**config.mk**
```make
export PLATFORM = sky130hd
export DESIGN_NAME = osfp_core
export DESIGN_NICKNAME = d
export VERILOG_FILES = /design/src/common/osfp_pkg.sv /design/src/core/osfp_chan.sv /design/src/core/osfp_core.sv
export SDC_FILE = /design/constraint.sdc
export NUM_CORES = 1
export LEC_CHECK = 0
export ABC_AREA = 1
export BUFFER_PORTS_ARGS = -buffer_cell sky130_fd_sc_hd__buf_4
export CORE_UTILIZATION = 44
export CTS_CLUSTER_SIZE = 28
export DETAILED_ROUTE_END_ITERATION = 7
export GPL_TIMING_DRIVEN = 0
export SYNTH_ARGS = -nofsm -noshare
export SYNTH_HDL_FRONTEND = slang
export SYNTH_SLANG_ARGS = --single-unit
```
**constraint.sdc**
```tcl
create_clock -name i_ref_clk -period 2.4 [get_ports i_ref_clk]
set_input_delay 0.24 -clock i_ref_clk [delete_from_list [all_inputs] [get_ports i_ref_clk]]
set_output_delay 0.24 -clock i_ref_clk [all_outputs]
set_load 0.02 [all_outputs]
```
**src/common/osfp_pkg.sv**
```systemverilog
package osfp_pkg;
  localparam int CLK_MHZ = 200;
  localparam int TICK_NS = 1000;
  localparam int TICK_CYC = TICK_NS * CLK_MHZ / 1000;
  localparam int SHORT_DELAY_US = 160;
  localparam int OPEN_FILTER_US = 60;
  localparam int LATE_SHUT_US = 20;
  localparam int LATE_SHUT_CYC = LATE_SHUT_US * CLK_MHZ;
  localparam logic [7:0] STATUS_RESET = 8'hFF;
  localparam logic [7:0] CMD_RESET = 8'hFF;

  typedef struct packed {
    logic [7:0] drain_trip;
    logic [7:0] over_temp;
    logic over_volt;
    logic logic_uv;
    logic load_uv;
  } osfp_fault_t;
endpackage

```
**src/core/osfp_chan.sv**
```systemverilog
`timescale 1ns/1ps
// One output channel: short-fault delay timer and shutdown latch.
module osfp_chan #(
  parameter int DELAY_TICKS = osfp_pkg::SHORT_DELAY_US
) (
  // Clock and reset
  input wire logic i_ref_clk,
  input wire logic i_resetn,
  // Time base and control
  input wire logic i_tick,
  input wire logic i_apply,
  input wire logic i_cmd_on,
  input wire logic i_limit_mode,
  input wire logic i_short,
  // State
  output logic o_sc_off,
  output logic o_delay_done
);
  logic [15:0] delay_cnt;

  always_ff @(posedge i_ref_clk or negedge i_resetn) begin
    if (!i_resetn) begin
      delay_cnt <= 16'h0000;
    end else if (i_apply) begin
      delay_cnt <= i_cmd_on ? 16'(DELAY_TICKS) : 16'h0000;
    end else if (i_tick && delay_cnt != 16'h0000) begin
      delay_cnt <= delay_cnt - 16'h0001;
    end
  end

  assign o_delay_done = (delay_cnt == 16'h0000);

  always_ff @(posedge i_ref_clk or negedge i_resetn) begin
    if (!i_resetn) begin
      o_sc_off <= 1'b0;
    end else if (i_apply) begin
      o_sc_off <= 1'b0;
    end else if (!i_limit_mode && i_cmd_on && i_short && o_delay_done) begin
      o_sc_off <= 1'b1;
    end
  end

  a_late_short_off: assert property (@(posedge i_ref_clk) disable iff (!i_resetn)
    (!i_limit_mode && i_cmd_on && i_short && o_delay_done && !i_apply) |=> o_sc_off)
    else $error("late short did not shut output");
  a_limit_never_off: assert property (@(posedge i_ref_clk) disable iff (!i_resetn)
    (i_limit_mode && !o_sc_off && !i_apply) |=> !o_sc_off)
    else $error("limit mode shut output");
  a_delay_holds_on: assert property (@(posedge i_ref_clk) disable iff (!i_resetn)
    (i_apply && i_cmd_on) |=> !o_sc_off && !o_delay_done)
    else $error("delay timer did not start");
endmodule // osfp_chan

```
**src/core/osfp_core.sv**
```systemverilog
`timescale 1ns/1ps
// Fault protection and status for eight low-side outputs.
module osfp_core #(
  parameter int CHANNELS = 8
) (
  // Clock and reset
  input wire logic i_ref_clk,
  input wire logic i_resetn,
  // Command link: chip select and the received word
  input wire logic i_cs_n,
  input wire logic [CHANNELS-1:0] i_cmd_word,
  // Mode and fault indications from the analog side
  input wire logic i_short_fault_mode_sel,
  input wire logic [CHANNELS-1:0] i_drain_fault_threshold,
  input wire logic [CHANNELS-1:0] i_over_temp,
  input wire logic [CHANNELS-1:0] i_open_load,
  input wire logic i_load_supply_rail_ov,
  input wire logic i_load_supply_rail_uv,
  input wire logic i_logic_uv,
  // Outputs
  output logic [CHANNELS-1:0] o_gate_on,
  output logic [CHANNELS-1:0] o_status_word,
  output logic o_current_limit_active
);
  // Sync stages; the first stage is never read by logic.
  logic [CHANNELS-1:0] trip_m, ot_m, ol_m;
  logic [CHANNELS-1:0] trip_s, ot_s, ol_s;
  logic [2:0] glob_m, glob_s;
  logic cs_m, cs_s, cs_d, mode_m, mode_s;
  logic apply;
  logic tick;
  logic [15:0] tick_cnt;
  logic [CHANNELS-1:0] cmd_on;
  logic [CHANNELS-1:0] sc_off;
  logic [CHANNELS-1:0] delay_done;
  logic [CHANNELS-1:0] chan_cmd;
  logic [CHANNELS-1:0] ot_latch;
  logic ov_latch;
  logic ov_report;
  logic [15:0] ol_cnt;
  logic [CHANNELS-1:0] next_gate;
  logic [CHANNELS-1:0] next_status;
  osfp_pkg::osfp_fault_t flt;

  // Per-output comparator, temperature and open-load flags.
  always_ff @(posedge i_ref_clk or negedge i_resetn) begin
    if (!i_resetn) begin
      trip_m <= '0;
      trip_s <= '0;
      ot_m <= '0;
      ot_s <= '0;
      ol_m <= '0;
      ol_s <= '0;
    end else begin
      trip_m <= i_drain_fault_threshold;
      trip_s <= trip_m;
      ot_m <= i_over_temp;
      ot_s <= ot_m;
      ol_m <= i_open_load;
      ol_s <= ol_m;
    end
  end

  // Supply monitors and the mode pin.
  always_ff @(posedge i_ref_clk or negedge i_resetn) begin
    if (!i_resetn) begin
      glob_m <= 3'h0;
      glob_s <= 3'h0;
      mode_m <= 1'b0;
      mode_s <= 1'b0;
    end else begin
      glob_m <= {i_load_supply_rail_ov, i_load_supply_rail_uv, i_logic_uv};
      glob_s <= glob_m;
      mode_m <= i_short_fault_mode_sel;
      mode_s <= mode_m;
    end
  end

  // Chip select has a third flop so that its rising edge can be found.
  always_ff @(posedge i_ref_clk or negedge i_resetn) begin
    if (!i_resetn) begin
      cs_m <= 1'b1;
      cs_s <= 1'b1;
      cs_d <= 1'b1;
    end else begin
      cs_m <= i_cs_n;
      cs_s <= cs_m;
      cs_d <= cs_s;
    end
  end

  always_comb begin
    flt.drain_trip = trip_s;
    flt.over_temp = ot_s;
    flt.over_volt = glob_s[2];
    flt.load_uv = glob_s[1];
    flt.logic_uv = glob_s[0];
  end

  // The received word is applied on the chip-select rising edge.
  assign apply = cs_s && !cs_d;

  // One microsecond tick from a free-running divider.
  always_ff @(posedge i_ref_clk or negedge i_resetn) begin
    if (!i_resetn) begin
      tick_cnt <= 16'h0000;
    end else if (tick_cnt == 16'(osfp_pkg::TICK_CYC - 1)) begin
      tick_cnt <= 16'h0000;
    end else begin
      tick_cnt <= tick_cnt + 16'h0001;
    end
  end
  assign tick = (tick_cnt == 16'(osfp_pkg::TICK_CYC - 1));

  always_ff @(posedge i_ref_clk or negedge i_resetn) begin
    if (!i_resetn) begin
      cmd_on <= '0;
    end else if (flt.logic_uv) begin
      cmd_on <= '0;
    end else if (apply) begin
      cmd_on <= ~i_cmd_word;
    end
  end

  // The delay timer must start from the word being applied, not the one it replaces.
  assign chan_cmd = apply ? ~i_cmd_word : cmd_on;

  // A hot output stays off after it cools until a write commands it again.
  always_ff @(posedge i_ref_clk or negedge i_resetn) begin
    if (!i_resetn) begin
      ot_latch <= '0;
    end else begin
      ot_latch <= flt.over_temp | (apply ? '0 : ot_latch);
    end
  end

  // Over-voltage turns everything off until a word arrives after it clears.
  always_ff @(posedge i_ref_clk or negedge i_resetn) begin
    if (!i_resetn) begin
      ov_latch <= 1'b0;
    end else if (flt.over_volt) begin
      ov_latch <= 1'b1;
    end else if (apply) begin
      ov_latch <= 1'b0;
    end
  end

  always_ff @(posedge i_ref_clk or negedge i_resetn) begin
    if (!i_resetn) begin
      ov_report <= 1'b0;
    end else if (flt.over_volt) begin
      ov_report <= 1'b1;
    end else if (apply) begin
      ov_report <= 1'b0;
    end
  end

  genvar g;
  generate
    for (g = 0; g < CHANNELS; g++) begin : g_chan
      osfp_chan #(
        .DELAY_TICKS(osfp_pkg::SHORT_DELAY_US)
      ) u_chan (
        .i_ref_clk(i_ref_clk),
        .i_resetn(i_resetn),
        .i_tick(tick),
        .i_apply(apply),
        .i_cmd_on(chan_cmd[g]),
        .i_limit_mode(mode_s),
        .i_short(flt.drain_trip[g] && o_gate_on[g]),
        .o_sc_off(sc_off[g]),
        .o_delay_done(delay_done[g])
      );
    end
  endgenerate

  // Open-load filter: one shared timer restarted by every chip-select rising edge.
  always_ff @(posedge i_ref_clk or negedge i_resetn) begin
    if (!i_resetn) begin
      ol_cnt <= 16'h0000;
    end else if (apply) begin
      ol_cnt <= 16'(osfp_pkg::OPEN_FILTER_US);
    end else if (tick && ol_cnt != 16'h0000) begin
      ol_cnt <= ol_cnt - 16'h0001;
    end
  end

  always_comb begin
    next_gate = cmd_on & ~sc_off & ~flt.over_temp & ~ot_latch;
    if (ov_latch || flt.over_volt || flt.logic_uv) begin
      next_gate = '0;
    end
  end

  always_ff @(posedge i_ref_clk or negedge i_resetn) begin
    if (!i_resetn) begin
      o_gate_on <= '0;
    end else begin
      o_gate_on <= next_gate;
    end
  end

  // Status bit high means off or faulted; low means on, or off with open load.
  always_comb begin
    next_status = ~o_gate_on | (o_gate_on & flt.drain_trip);
    next_status = next_status & ~(~cmd_on & (ol_cnt == 16'h0000 ? ol_s : '0));
    if (ov_report) begin
      next_status = osfp_pkg::STATUS_RESET;
    end
  end

  // Status word is captured as chip select falls and held through the transfer, so it shows the prior word's result.
  always_ff @(posedge i_ref_clk or negedge i_resetn) begin
    if (!i_resetn) begin
      o_status_word <= osfp_pkg::STATUS_RESET;
    end else if (flt.logic_uv) begin
      o_status_word <= osfp_pkg::STATUS_RESET;
    end else if (!cs_s) begin
      o_status_word <= o_status_word;
    end else begin
      o_status_word <= next_status;
    end
  end

  always_ff @(posedge i_ref_clk or negedge i_resetn) begin
    if (!i_resetn) begin
      o_current_limit_active <= 1'b0;
    end else begin
      o_current_limit_active <= mode_s && |(o_gate_on & flt.drain_trip);
    end
  end

  a_uv_all_off: assert property (@(posedge i_ref_clk) disable iff (!i_resetn)
    flt.logic_uv |=> (o_gate_on == '0) && (o_status_word == osfp_pkg::STATUS_RESET))
    else $error("logic under-voltage left output on");
  a_uv_cmd_clear: assert property (@(posedge i_ref_clk) disable iff (!i_resetn)
    flt.logic_uv |=> cmd_on == '0)
    else $error("logic under-voltage kept a command");
  a_ov_all_off: assert property (@(posedge i_ref_clk) disable iff (!i_resetn)
    flt.over_volt |=> o_gate_on == '0)
    else $error("over-voltage left output on");
  a_ov_latched: assert property (@(posedge i_ref_clk) disable iff (!i_resetn)
    ($fell(flt.over_volt) && !apply) |-> next_gate == '0)
    else $error("over-voltage latch released early");
  a_ov_ones: assert property (@(posedge i_ref_clk) disable iff (!i_resetn)
    (ov_report && cs_s) |=> o_status_word == osfp_pkg::STATUS_RESET)
    else $error("status after over-voltage not all ones");
  a_ot_off: assert property (@(posedge i_ref_clk) disable iff (!i_resetn)
    (flt.over_temp != '0) |=> (o_gate_on & $past(flt.over_temp)) == '0)
    else $error("hot output stayed on");
  a_ot_latched: assert property (@(posedge i_ref_clk) disable iff (!i_resetn)
    (ot_latch != '0) |=> (o_gate_on & $past(ot_latch)) == '0)
    else $error("cooled output came back without a write");
  a_sc_latched: assert property (@(posedge i_ref_clk) disable iff (!i_resetn)
    (sc_off != '0) |=> (o_gate_on & $past(sc_off)) == '0)
    else $error("shut output came back without a write");
  a_cmd_apply: assert property (@(posedge i_ref_clk) disable iff (!i_resetn)
    (apply && !flt.logic_uv) |=> cmd_on == ~$past(i_cmd_word))
    else $error("command word not applied");
  a_filter_start: assert property (@(posedge i_ref_clk) disable iff (!i_resetn)
    apply |=> ol_cnt == 16'(osfp_pkg::OPEN_FILTER_US))
    else $error("open-load filter did not restart");
  a_tick_period: assert property (@(posedge i_ref_clk) disable iff (!i_resetn)
    tick |-> ##200 tick)
    else $error("time base tick period wrong");
  a_status_hold: assert property (@(posedge i_ref_clk) disable iff (!i_resetn)
    (!cs_s && !flt.logic_uv) |=> $stable(o_status_word))
    else $error("status changed during transfer");
endmodule // osfp_core

```
Word-level counts from Yosys, hierarchy flattened
Cells that the tools add are included.

storage, ports and cells
  bits in registers = 261
  bits of input ports = 39
  output and inout port bits = 17
  word-level logic and storage cells = 201

operators by class
  add/subtract/negate cells = 10
  equal/unequal tests = 1
  multiplexer cells = 53
  bitwise gates (word level) = 15
  reduce and logical (&&, ||, !) cells = 85

operators by type and width
  cell                                                                  count
  16-bit 2-to-1 mux                                                     19
  16-bit logical NOT                                                    9
  16-bit nonzero test                                                   9
  16-bit by 1-bit subtractor with 16-bit output, second input constant  9
  8-bit 2-to-1 mux                                                      16
  8-bit NOT                                                             7
  8-bit bitwise AND                                                     6
  1-bit logical AND                                                     43
  2-bit nonzero test                                                    19
  1-bit 2-to-1 mux                                                      18
  16-bit by 1-bit adder with 16-bit output, second input constant       1
  16-bit by 8-bit == test with 1-bit output, second input constant      1
  8-bit bitwise OR                                                      2
  8-bit OR reduction                                                    1
  1-bit logical NOT                                                     2
  1-bit logical OR                                                      2

Logic depth before layout (Yosys ltp)
Gate-level depths: netlist of the first run.

  word-level depth = 8
  gate-level depth with buffers = 12
  depth with buffers taken out = 11

Cells and area by module
A second synthesis of the first run with hierarchy kept.

unflattened totals
  cells, all modules = 1890
  area, all modules = 13948.4 sq um

modules (own cells, without submodules)
  module     instances  cells each  area each (sq um)  seq. area each (sq um)
  osfp_chan  8          169         1114.8             425.4
  osfp_core  1          538         5029.8             3091.7

Worst setup path before layout of the first run
Ideal clock, no wire load.

  kind = reg2reg
  start point = register g_chan[1].u_chan.delay_cnt[0]
  end point = register g_chan[1].u_chan.delay_cnt[11]
  library setup time = 0.116 ns
  data arrival time = 1.431 ns
  slack = 0.852 ns
  stages on the path, launching flop included = 11
  path buffers = 1
  path through = dfrtp_1 inv_1 ha_1 nand2_1 nor2_1 nand2_1 nand2_4 nand2_4 buf_6 nand2_1 nand2_1

on the way
  word-level cells in the longest chain between the ends = 3
  elaborated cells between the ends (all ways) = 6

ends and longest elaborated chain
  item                                                                                         line                              source
  start: declaration                                                                           osfp_chan.sv:19                   logic [15:0] delay_cnt;
  start signal: assignment                                                                     osfp_chan.sv:25                   delay_cnt <= i_cmd_on ? 16'(DELAY_TICKS) : 16'h0000;
  start signal: assignment                                                                     osfp_chan.sv:27                   delay_cnt <= delay_cnt - 16'h0001;
  16-bit by 1-bit subtractor with 16-bit output / 16-bit nonzero test (equally long branches)  osfp_chan.sv:27, osfp_chan.sv:26
  16-bit 2-to-1 mux / 1-bit logical AND (equally long branches)                                osfp_chan.sv:26                   end else if (i_tick && delay_cnt != 16'h0000) begin
  16-bit 2-to-1 mux / 2-bit nonzero test (equally long branches)                               -

Parallel ways exist; a longest one is shown, timed or not. The select of a mux whose other input is x is not followed.
A chain may end at the register's enable or synchronous reset.

Final worst setup path of the first run
  start point = register cs_d
  end point = register g_chan[5].u_chan.delay_cnt[1]

on the way
  word-level cells in the longest chain between the ends = 3
  elaborated cells between the ends (all ways) = 4

ends and longest elaborated chain
  item                                                            line              source
  start: declaration                                              osfp_core.sv:29   logic cs_m, cs_s, cs_d, mode_m, mode_s;
  start signal: assignment                                        osfp_core.sv:88   cs_d <= cs_s;
  1-bit logical NOT (*)                                           osfp_core.sv:101  assign apply = cs_s && !cs_d;
  1-bit logical AND (*)                                           osfp_core.sv:101
  16-bit 2-to-1 mux / 2-bit nonzero test (equally long branches)  -
  end signal: assignment                                          osfp_chan.sv:25
  end signal: assignment                                          osfp_chan.sv:27
  end: declaration                                                osfp_chan.sv:19

Mark *: on every way between the ends. The rest lies on a longest branch, timed or not.

==> reports/qor.yml, run 1 <==
status: "finished clean"
max_stage_delay_ns: 0.67
max-slew-margin-rel_pct: 18.2
synth_compound_area_share_pct: 3.47
dp_slack_ns: 0.327
critPathLaunch: "cs_d"
cellPowerDensity_nw_per_um2: 992
finalMaxSlewViolations: 0
die_w_um: 183
rows: 65
synth_commonest_cells: "nand2_1, nor2_1, dfrtp_1, nand3_1, inv_1"
crit_fanout: 10
dp_hpwl_um: 26500
grt_usage_pct: 23.2
fin_util_pct: 52.6
clkSinkCount: 259
syn_nets: 2107
antenna_cells: 0
ys.flop_type: "dfrtp_1"
synth_area_leader_cell: "dfrtp_1"
yosys_warnings: 0
regToRegEndpoint: "g_chan[5].u_chan.delay_cnt[1]"
layout-drive-gt1-share_pct: 9.69
synthMuxAreaShare_pct: 0
fmax_mhz: 493
coreArea_um2: 31900
worstSetupEndpoint: "g_chan[5].u_chan.delay_cnt[1]"
drv_cap: 0
power_mw: 16.6
antenna_found_initial: 0
p_switching_mw: 6.45
cts_setup_buffers: 0
grt_max_degree: 100
grt_pass1_wl_um: 62400
p_sw_share_pct: 38.8
dieArea_um2: 33400
crit_chain: "nor2_2 > inv_2 > clkbuf_1 > nand3_1 > o21ai_0"
final_antenna_net_count: 0
endpoint_kind: "register"
seq_area_frac_synth_pct: 45.2
rsz0062_at_grt: "false"
start_kind: "register"
fin_skew_ns: 0.0125
synthSimpleGateAreaFrac_pct: 40.3
setup_ws_ns: 0.371
syn_area_per_cell_um2: 6.98
synthTopCellsByArea: "dfrtp_1, nand2_1, nor2_1"
clockBufferDepth: 3
post_drt_wl_per_cell_um: 14.2
syn_area_um2: 14400
wl_um: 37400
cpMaxStageDelayCell: "clkbuf_1"
firstDrtPassIters: 6
synth-xor-area-share_pct: 2.13
synth.most_common_cell: "nand2_1"
gp_congestion: 0.890
yosys.area.top_type_share_pct: 43.2
setup_tns_ns: 0
cts_tree: "built"
drtIter0Drc: 953
postPlaceCellArea_um2: 15400
reg2reg_slack_ns: 0.37
synth_top_family_by_area: "simple AND/OR/NAND/NOR gates"
fin_area_um2: 16800
gr-total-overflow: 0
ff2ff_path_depth: 5
synth_fa_ha_area_share_pct: 0.958
fillers: 3152
power_frac_clock_pct: 29.5
critical_path_class: "register to register"
h-tree-depth: 1
synthCells: 2057
io_pins: 56
worstHoldStart: "i_cmd_word[4]"
leakage_nw: 8.97
vias_per_cell: 4.90
fin_crit_ns: 2.03
r2r-start: "cs_d"
period_share_pct: 84.5
postSynth.asyncResetShare_pct: 100
internal_power_mw: 10.2
setup_viol: 0
drcViolationCount: 0
p_seq_share_pct: 36.2
initial_core_util_pct: 45.1
clk_pin_slew_ns: 0.07
synth_edf_count: 0
areaGrowthSynthToFinish_pct: 16.6
comb_power_share_pct: 34.3
grt_pass1_vias: 12400
critical_path_arrival_ns: 2.49
io_buffers: 54
tightest_slew_ns: 1.22
cts_buffers: 30
cp_data_required_time_ns: 2.86
die_y_um: 183
nets: 2224
root_buffer: "clkbuf_16"
vias: 12900
irDropWorstVdd_mv: 0.722
synth-seq-cells: 259
clk_latency_ns: 0.56
hold_viol: 0
hold_class: "input pin to register"
synth_cell_types: 38
kinds of logic (layout without fill, tap and decap cells):
| family | after synthesis | in the layout |
|---|---|---|
| AO/OA/AOI/OAI | 88 | 88 |
| XOR/XNOR | 35 | 35 |
| adder cells (fa/ha/maj) | 11 | 11 |
| buffers and inverters | 267 | 408 |
| flip-flops | 259 | 259 |
| AND/OR/NAND/NOR | 1397 | 1397 |
power by group through the flow:
stage	Combinational (mW)	Clock [mW]	Sequential (mW)
finish	5.70	4.91	6.01
global placement	5.53	0	6.04
global route	6.69	5.20	6.14
CTS	5.70	5.02	5.99
floorplan	4.51	0	5.81
detailed placement	5.63	0	6.04
placed cells by master (no fill, tap or decap), types with 9 or more instances in the layout:
master,Yosys,final
nor3_1,24,24
buf_6,9,9
nor2_2,9,9
o21ai_0,40,40
clkbuf_16,0,31
dlygate4sd3_1,0,29
nor2_1,386,386
dfstp_2,11,11
nand2_4,9,9
ha_1,11,11
nand2_1,687,687
a21oi_1,20,20
xor2_1,33,33
buf_2,31,31
o21bai_1,9,9
nand3_1,244,244
inv_2,9,9
dfrtp_1,248,248
nand4_1,19,19
inv_1,204,204
buf_4,6,59
how the worst min path moves through the flow:
stage / endpoint / slack, ns / depth (start not counted)
finish: g_chan[4].u_chan.delay_cnt[5] / 0.08 / 6
CTS: g_chan[4].u_chan.delay_cnt[5] / 0.06 / 6
global route: g_chan[4].u_chan.delay_cnt[5] / 0.09 / 6
detailed placement: tick_cnt[8] / 0.24 / 1
global placement: ot_s[4] / 0.33 / 0
floorplan: cmd_on[0] / -0.06 / 0
area by class of cell:
class | count | area, µm² | share of cell area, %
clock buffer | 41 | 893 | 5.33
timing repair buffer | 85 | 758 | 4.53
inverter | 216 | 823 | 4.91
tap | 435 | 544 | 3.25
multi-input combinational | 1531 | 6730 | 40.2
sequential | 259 | 6490 | 38.8
buffer | 51 | 320 | 1.91
clock inverter | 15 | 191 | 1.14
sequential cells by signal, indices dropped and copies added, names as in the netlist, 2 cells and up:
signal                   flops
g_chan.u_chan.o_sc_off       8
glob_m                       2
g_chan.u_chan.delay_cnt    128
ot_latch                     8
trip_s                       8
cmd_on                       8
ot_s                         8
ot_m                         8
tick_cnt                    16
o_status_word                8
ol_s                         8
ol_m                         8
o_gate_on                    8
trip_m                       8
glob_s                       2
ol_cnt                      16
metal layers:
metal  GRT usage [%]  part of all wire [%]
met2            39.5                    47
met5               0                     0
met1            31.7                    47
met4            5.45                   1.8
met3            2.59                   4.2
timing repair:
item                                    4_1_cts  5_1_grt
hold buffers                                 29        0
endpoints found under the hold margin        90        0
endpoints found under the setup margin        0        0
gates resized for setup                       0        0
through the flow:
| step | hold slack, ns | std cells |
|---|---|---|
| CTS | 0.0587 | 2633 |
| floorplan | -0.0556 | 2057 |
| global placement | 0.332 | 2546 |
| finish | 0.0844 | 2633 |
| detailed placement | 0.236 | 2548 |
| global route | 0.0895 | 2633 |
worst max-delay path, delay by kind of cell (launching register included):
family	cells	cell delay, ns
compound gates	1	0.19
buf+inv	2	1.01
flops	1	0.52
simple gates	2	0.21
(Power assumes the default switching activity.)
==> run 2, diff against run 1 <==
==> constraint.sdc (replaced) <==
create_clock -name i_ref_clk -period 1.9 [get_ports i_ref_clk]
set_input_delay 0.19 -clock i_ref_clk [delete_from_list [all_inputs] [get_ports i_ref_clk]]
set_output_delay 0.19 -clock i_ref_clk [all_outputs]
set_load 0.02 [all_outputs]
==> run 2 against run 1 <==
Clock power increased by 26%. Maximum frequency grew 12%. Core utilization is 0.69 points higher. Sequential share of layout area decreased by 0.51 points. Non-clock buffer count is 9 higher. Sequential power up 26%. Largest cell class unchanged. Largest power group unchanged.
==> reports/qor.yml, run 2 (synthesis gave the netlist of run 1 again) <==
status: "finished clean"
final_antenna_net_count: 0  # unchanged
dp_slack_ns: -0.173  # -0.500 ns
finalMaxSlewViolations: 0  # unchanged
h-tree-depth: 1  # unchanged
coreArea_um2: 31900  # unchanged
fin_crit_ns: 1.81  # -0.214 ns
hold_class: "input pin to register"
setup_viol: 0  # unchanged
ff_latch_area_um2: 6490  # unchanged
post_drt_wl_per_cell_um: 14.2  # about the same
rsz0062_at_grt: "false"
crit_fanout: 10  # unchanged
fillers: 3136  # -0.51%
top_regs: "g_chan.u_chan.delay_cnt (128), ol_cnt (16), tick_cnt (16)"
antenna_found_initial: 0  # unchanged
grt_max_degree: 100  # unchanged
nets: 2233  # +0.40%
cellPowerDensity_nw_per_um2: 1250  # +26%
rows: 65  # unchanged
die_w_um: 183  # unchanged
p_switching_mw: 8.27  # +28%
grt_usage_pct: 23.2  # -0.057 points
largest_reg_flops: 128  # unchanged
wl_um: 37600  # +0.41%
drcViolationCount: 0  # unchanged
dp_hpwl_um: 26500  # unchanged
regMostFlops: "g_chan.u_chan.delay_cnt"
endpoint_kind: "register"
leakage_nw: 9.04  # +0.86%
cp_data_required_time_ns: 2.34  # -0.52 ns
grt_pass1_vias: 12400  # +0.12%
p_sw_share_pct: 39.0  # +0.21 points
multi_input_area_um2: 6830  # +1.6%
setup_ws_ns: 0.0852  # -0.286 ns
critical_path_arrival_ns: 2.25  # -0.24 ns
drtIter0Drc: 867  # -9.0%
cts_buffers: 30  # unchanged
io_pins: 56  # unchanged
io_buffers: 54  # unchanged
vias: 12900  # +0.35%
period_share_pct: 95.5  # +11 points
initial_core_util_pct: 45.1  # unchanged
vias_per_cell: 4.90  # about the same
clkSinkCount: 259  # unchanged
dieArea_um2: 33400  # unchanged
clockBufferDepth: 3  # unchanged
final_common_cell: "nand2_1"
internal_power_mw: 12.9  # +27%
p_seq_share_pct: 35.8  # -0.4 points
firstDrtPassIters: 5  # -1
critical_path_class: "register to register"
max_stage_delay_ns: 0.52  # -0.15 ns
tightest_slew_ns: 0.687  # -0.531 ns
irDropWorstVdd_mv: 0.912  # +26%
grt_pass1_wl_um: 62300  # about the same
root_buffer: "clkbuf_16"
max-slew-margin-rel_pct: 53.9  # +36 points
cts_tree: "built"
comb_power_share_pct: 34.9  # +0.6 points
final_cell_mix: "nand2_1, nor2_1, dfrtp_1, nand3_1, inv_1"
layout-drive-gt1-share_pct: 11.2  # +1.5 points
clk_latency_ns: 0.55  # about the same
clk_pin_slew_ns: 0.07  # about the same
power_frac_clock_pct: 29.2  # -0.3 points
areaGrowthSynthToFinish_pct: 18.2
drv_cap: 0  # unchanged
antenna_cells: 0  # unchanged
hold-worst-slack_ns: 0.0321  # -0.0523 ns
start_kind: "register"
gr-total-overflow: 0  # unchanged
die_y_um: 183  # unchanged
fmax_mhz: 551  # +12%
fin_skew_ns: 0.0118  # -0.000706 ns
gp_congestion: 0.890  # unchanged
cpMaxStageDelayCell: "dfstp_2"
hold_viol: 0  # unchanged
crit_chain: "nor2_2 > inv_4 > buf_2 > clkbuf_4 > nand3_1 > nand2_1 > o21ai_1"
## run 2: area by class of cell
class	instances	share of cell area [%]
clock inverters	15	1.13
multi-input cells	1531	40.3
flip-flops and latches	259	38.3
well taps	435	3.21
plain buffers	50	2.10
inverters	216	4.88
clock buffers	41	5.26
repair buffers	95	4.91
## run 2: final timing paths
check / slack (ns) / depth (start not counted) / startpoint / to
min in group asynchronous: 0.18 / 2 / i_resetn / tick_cnt[8]
max in group asynchronous: 0.79 / 3 / i_resetn / o_status_word[1]
hold / removal: 0.03 / 6 / i_cmd_word[4] / g_chan[4].u_chan.delay_cnt[5]
setup / recovery: 0.09 / 7 / cs_d / ol_cnt[3]
setup reg to reg: 0.09 / 7 / cs_d / ol_cnt[3]
hold reg to reg: 0.35 / 0 / ol_m[4] / ol_s[4]
## run 2: per-stage QoR
stage | setup TNS [ns] | utilization [%] | total power, mW | cells | instance area (µm²)
6_report | 0 | 53.2 | 21.2 | 2642 | 17000
2_1_floorplan | 0 | - | 13.0 | 2057 | 14400
4_1_cts | 0 | 52.7 | 21.1 | 2632 | 16800
3_5_place_dp | -9.98 | 48.2 | 14.7 | 2548 | 15400
3_3_place_gp | -412.54 | 48.0 | 14.6 | 2546 | 15300
5_1_grt | 0 | 53.2 | 23.0 | 2642 | 17000
## run 2: timing repair
action                     CTS  global route
pin swaps                    0             3
resized for setup           17            35
hold endpoints to repair    92             0
setup endpoints to repair  119           116
hold buffers                29             0
buffers inserted             0            10
## run 2: layer usage
metal / part of all wire, % / global-route usage [%]
met5: 0 / 0
met4: 1.8 / 5.45
met3: 4.2 / 2.59
met2: 47 / 39.3
met1: 47 / 31.8
## run 2: power groups by stage
stage / registers (mW) / clock network (mW) / logic (mW)
2_1_floorplan: 7.34 / 0 / 5.70
3_3_place_gp: 7.62 / 0 / 6.98
3_5_place_dp: 7.63 / 0 / 7.12
4_1_cts: 7.56 / 6.34 / 7.23
5_1_grt: 7.75 / 6.57 / 8.65
6_report: 7.59 / 6.19 / 7.40
## run 2: critical path: cells and delay by family, from the launching register on
family | cells | cell delay, ns
AND/OR/NAND/NOR | 3 | 0.22
flip-flops | 1 | 0.52
buffers and inverters | 3 | 0.89
AO/OA/AOI/OAI | 1 | 0.05
==> run 3, diff against run 2 <==
--- a/config.mk
+++ b/config.mk
@@ -7,6 +7,7 @@
 export LEC_CHECK = 0
 export ABC_AREA = 1
 export BUFFER_PORTS_ARGS = -buffer_cell sky130_fd_sc_hd__buf_4
+export CORE_MARGIN = 2
 export CORE_UTILIZATION = 44
 export CTS_CLUSTER_SIZE = 28
 export DETAILED_ROUTE_END_ITERATION = 7
==> run 3 against run 2 <==
Critical path depth increased by 2. Count of clock-buffer cells in the layout increased by 1. Critical endpoint is now g_chan[5].u_chan.delay_cnt[7]. Clock power increased by 2%. Core utilization is 0.95 points lower. Sequential power is essentially flat. Setup slack got worse by 0.0046 ns. Via count up 0.44%. Clock skew up 0.0066 ns. Global-route usage is 0.45 points lower.
==> reports/qor.yml, run 3 (synthesis gave the netlist of run 1 again) <==
cellPowerDensity_nw_per_um2: 1260  # +0.70%
areaGrowthSynthToFinish_pct: 17.8
fmax_mhz: 550  # -0.25%
r2r-start: "cs_s"
die_y_um: 185  # +1.1%
largest_reg_flops: 128  # unchanged
fin_util_pct: 52.3  # -0.95 points
regToRegEndpoint: "g_chan[5].u_chan.delay_cnt[7]"
cts_buffers: 29  # -3.3%
stdcell_count: 2643  # +0.038%
regMostFlops: "g_chan.u_chan.delay_cnt"
clk_latency_ns: 0.58  # +0.03 ns
vias: 13000  # +0.44%
antenna_found_initial: 0  # unchanged
gr-total-overflow: 0  # unchanged
clockBufferDepth: 3  # unchanged
cts_tree: "built"
status: "finished clean"
place_inst: 2555  # +0.27%
drv_cap: 0  # unchanged
dieArea_um2: 34100  # +2.2%
setup_viol: 0  # unchanged
crit_fanout: 10  # unchanged
holdPathEnd: "g_chan[2].u_chan.delay_cnt[7]"
drtIter0Drc: 851  # -1.8%
grt_pass1_vias: 12400  # -0.38%
root_buffer: "clkbuf_16"
hold_class: "input pin to register"
holdPathStages: 6  # unchanged
start_kind: "register"
post_drt_wl_per_cell_um: 14.3  # +0.79%
top_regs: "g_chan.u_chan.delay_cnt (128), ol_cnt (16), tick_cnt (16)"
dp_slack_ns: -0.182  # -0.00904 ns
grt_pass1_wl_um: 62400  # +0.15%
coreArea_um2: 32400  # +1.5%
hold-worst-slack_ns: 0.0307  # -0.00138 ns
dp_hpwl_um: 26300  # -0.92%
max-slew-margin-rel_pct: 56.9  # +3.0 points
period_share_pct: 95.8  # +0.24 points
final_cell_mix: "nand2_1, nor2_1, dfrtp_1, nand3_1, inv_1"
ff2ff_path_depth: 9  # +2
initial_core_util_pct: 44.4  # -0.68 points
fin_skew_ns: 0.0185  # +0.00664 ns
wl_um: 37900  # +0.83%
irDropWorstVdd_mv: 0.841  # -7.8%
rsz0062_at_grt: "true"
gp_congestion: 0.886  # -0.38%
layout-drive-gt1-share_pct: 10.9  # -0.33 points
endpoint_kind: "register"
reg2reg_slack_ns: 0.08  # about the same
clkSinkCount: 259  # unchanged
nets: 2228  # -0.22%
final_antenna_net_count: 0  # unchanged
cp_data_required_time_ns: 2.36  # +0.02 ns
leakage_nw: 9.03  # -0.19%
drcViolationCount: 0  # unchanged
antenna_cells: 0  # unchanged
setup_ws_ns: 0.0807  # -0.00455 ns
rows: 66  # +1.5%
grt_max_degree: 113  # +13%
fin_crit_ns: 1.82  # +0.00455 ns
tightest_slew_ns: 0.646  # -0.0410 ns
critical_path_arrival_ns: 2.28  # +0.03 ns
final_common_cell: "nand2_1"
io_buffers: 54  # unchanged
finalMaxSlewViolations: 0  # unchanged
clk_pin_slew_ns: 0.07  # about the same
die_w_um: 185  # +1.1%
fillers: 3189  # +1.7%
hold_viol: 0  # unchanged
h-tree-depth: 1  # unchanged
vias_per_cell: 4.92  # +0.40%
grt_usage_pct: 22.7  # -0.45 points
critical_path_class: "register to register"
worstHoldStart: "i_cmd_word[2]"
io_pins: 56  # unchanged
firstDrtPassIters: 6  # +1
==> run 3: power by group <==
part,total [mW],leakage [nW],switching (mW),internal (mW)
clock network,6.29,0.529,2.42,3.88
logic,7.39,5.19,4.77,2.62
registers,7.59,3.30,1.13,6.45
==> run 3: timing repair <==
item	CTS	global route
buffers inserted	0	5
hold endpoints to repair	83	0
hold buffers	29	0
setup endpoints to repair	120	133
pin swaps	0	3
resized for setup	14	35
==> run 3: layer usage <==
metal	share of wire [%]	global-route usage, %	vias to the layer above
met5	0	0	-
met4	1.8	4.89	0
met3	4.3	2.75	50
met2	46	38.8	257
met1	48	31.1	6049
li1	-	-	6645
==> run 3: cell type report <==
type,count,area (µm²),area share (%)
plain buffers,51,364,2.15
clock buffers,42,875,5.17
clock inverters,12,209,1.23
inverters,216,826,4.88
multi-input cells,1531,6810,40.2
flip-flops and latches,259,6490,38.4
well taps,442,553,3.27
repair buffers,90,796,4.70
==> run 3: worst max path at each step <==
stage	start	endpoint	slack [ns]	depth (start not counted)
2_1_floorplan	g_chan[1].u_chan.delay_cnt[0]	g_chan[1].u_chan.delay_cnt[11]	0.35	10
3_3_place_gp	i_resetn	ot_m[2]	-1.67	1
3_5_place_dp	cs_d	ol_cnt[2]	-0.18	7
4_1_cts	cs_s	g_chan[0].u_chan.delay_cnt[6]	-0.03	8
5_1_grt	cs_s	g_chan[0].u_chan.o_sc_off	-0.05	7
6_report	cs_s	g_chan[5].u_chan.delay_cnt[7]	0.08	9
==> run 3: critical path, cell delays in order, from the launching register on <==
cell and delay [ns]:
dfstp_2 0.54, inv_1 0.07, nor2_2 0.18, inv_4 0.16, buf_4 0.24, clkbuf_4 0.25, nand2_1 0.10, nand2_1 0.05
nand2_1 0.06, nand2_1 0.05
==> run 3: through the flow <==
stage / TNS, ns / cell area (µm²) / power (mW)
2_1_floorplan: 0 / 14400 / 13.0
3_3_place_gp: -422.60 / 15300 / 14.6
3_5_place_dp: -8.92 / 15400 / 14.8
4_1_cts: -0.293 / 16800 / 21.3
5_1_grt: -0.294 / 16900 / 23.0
6_report: 0 / 16900 / 21.3
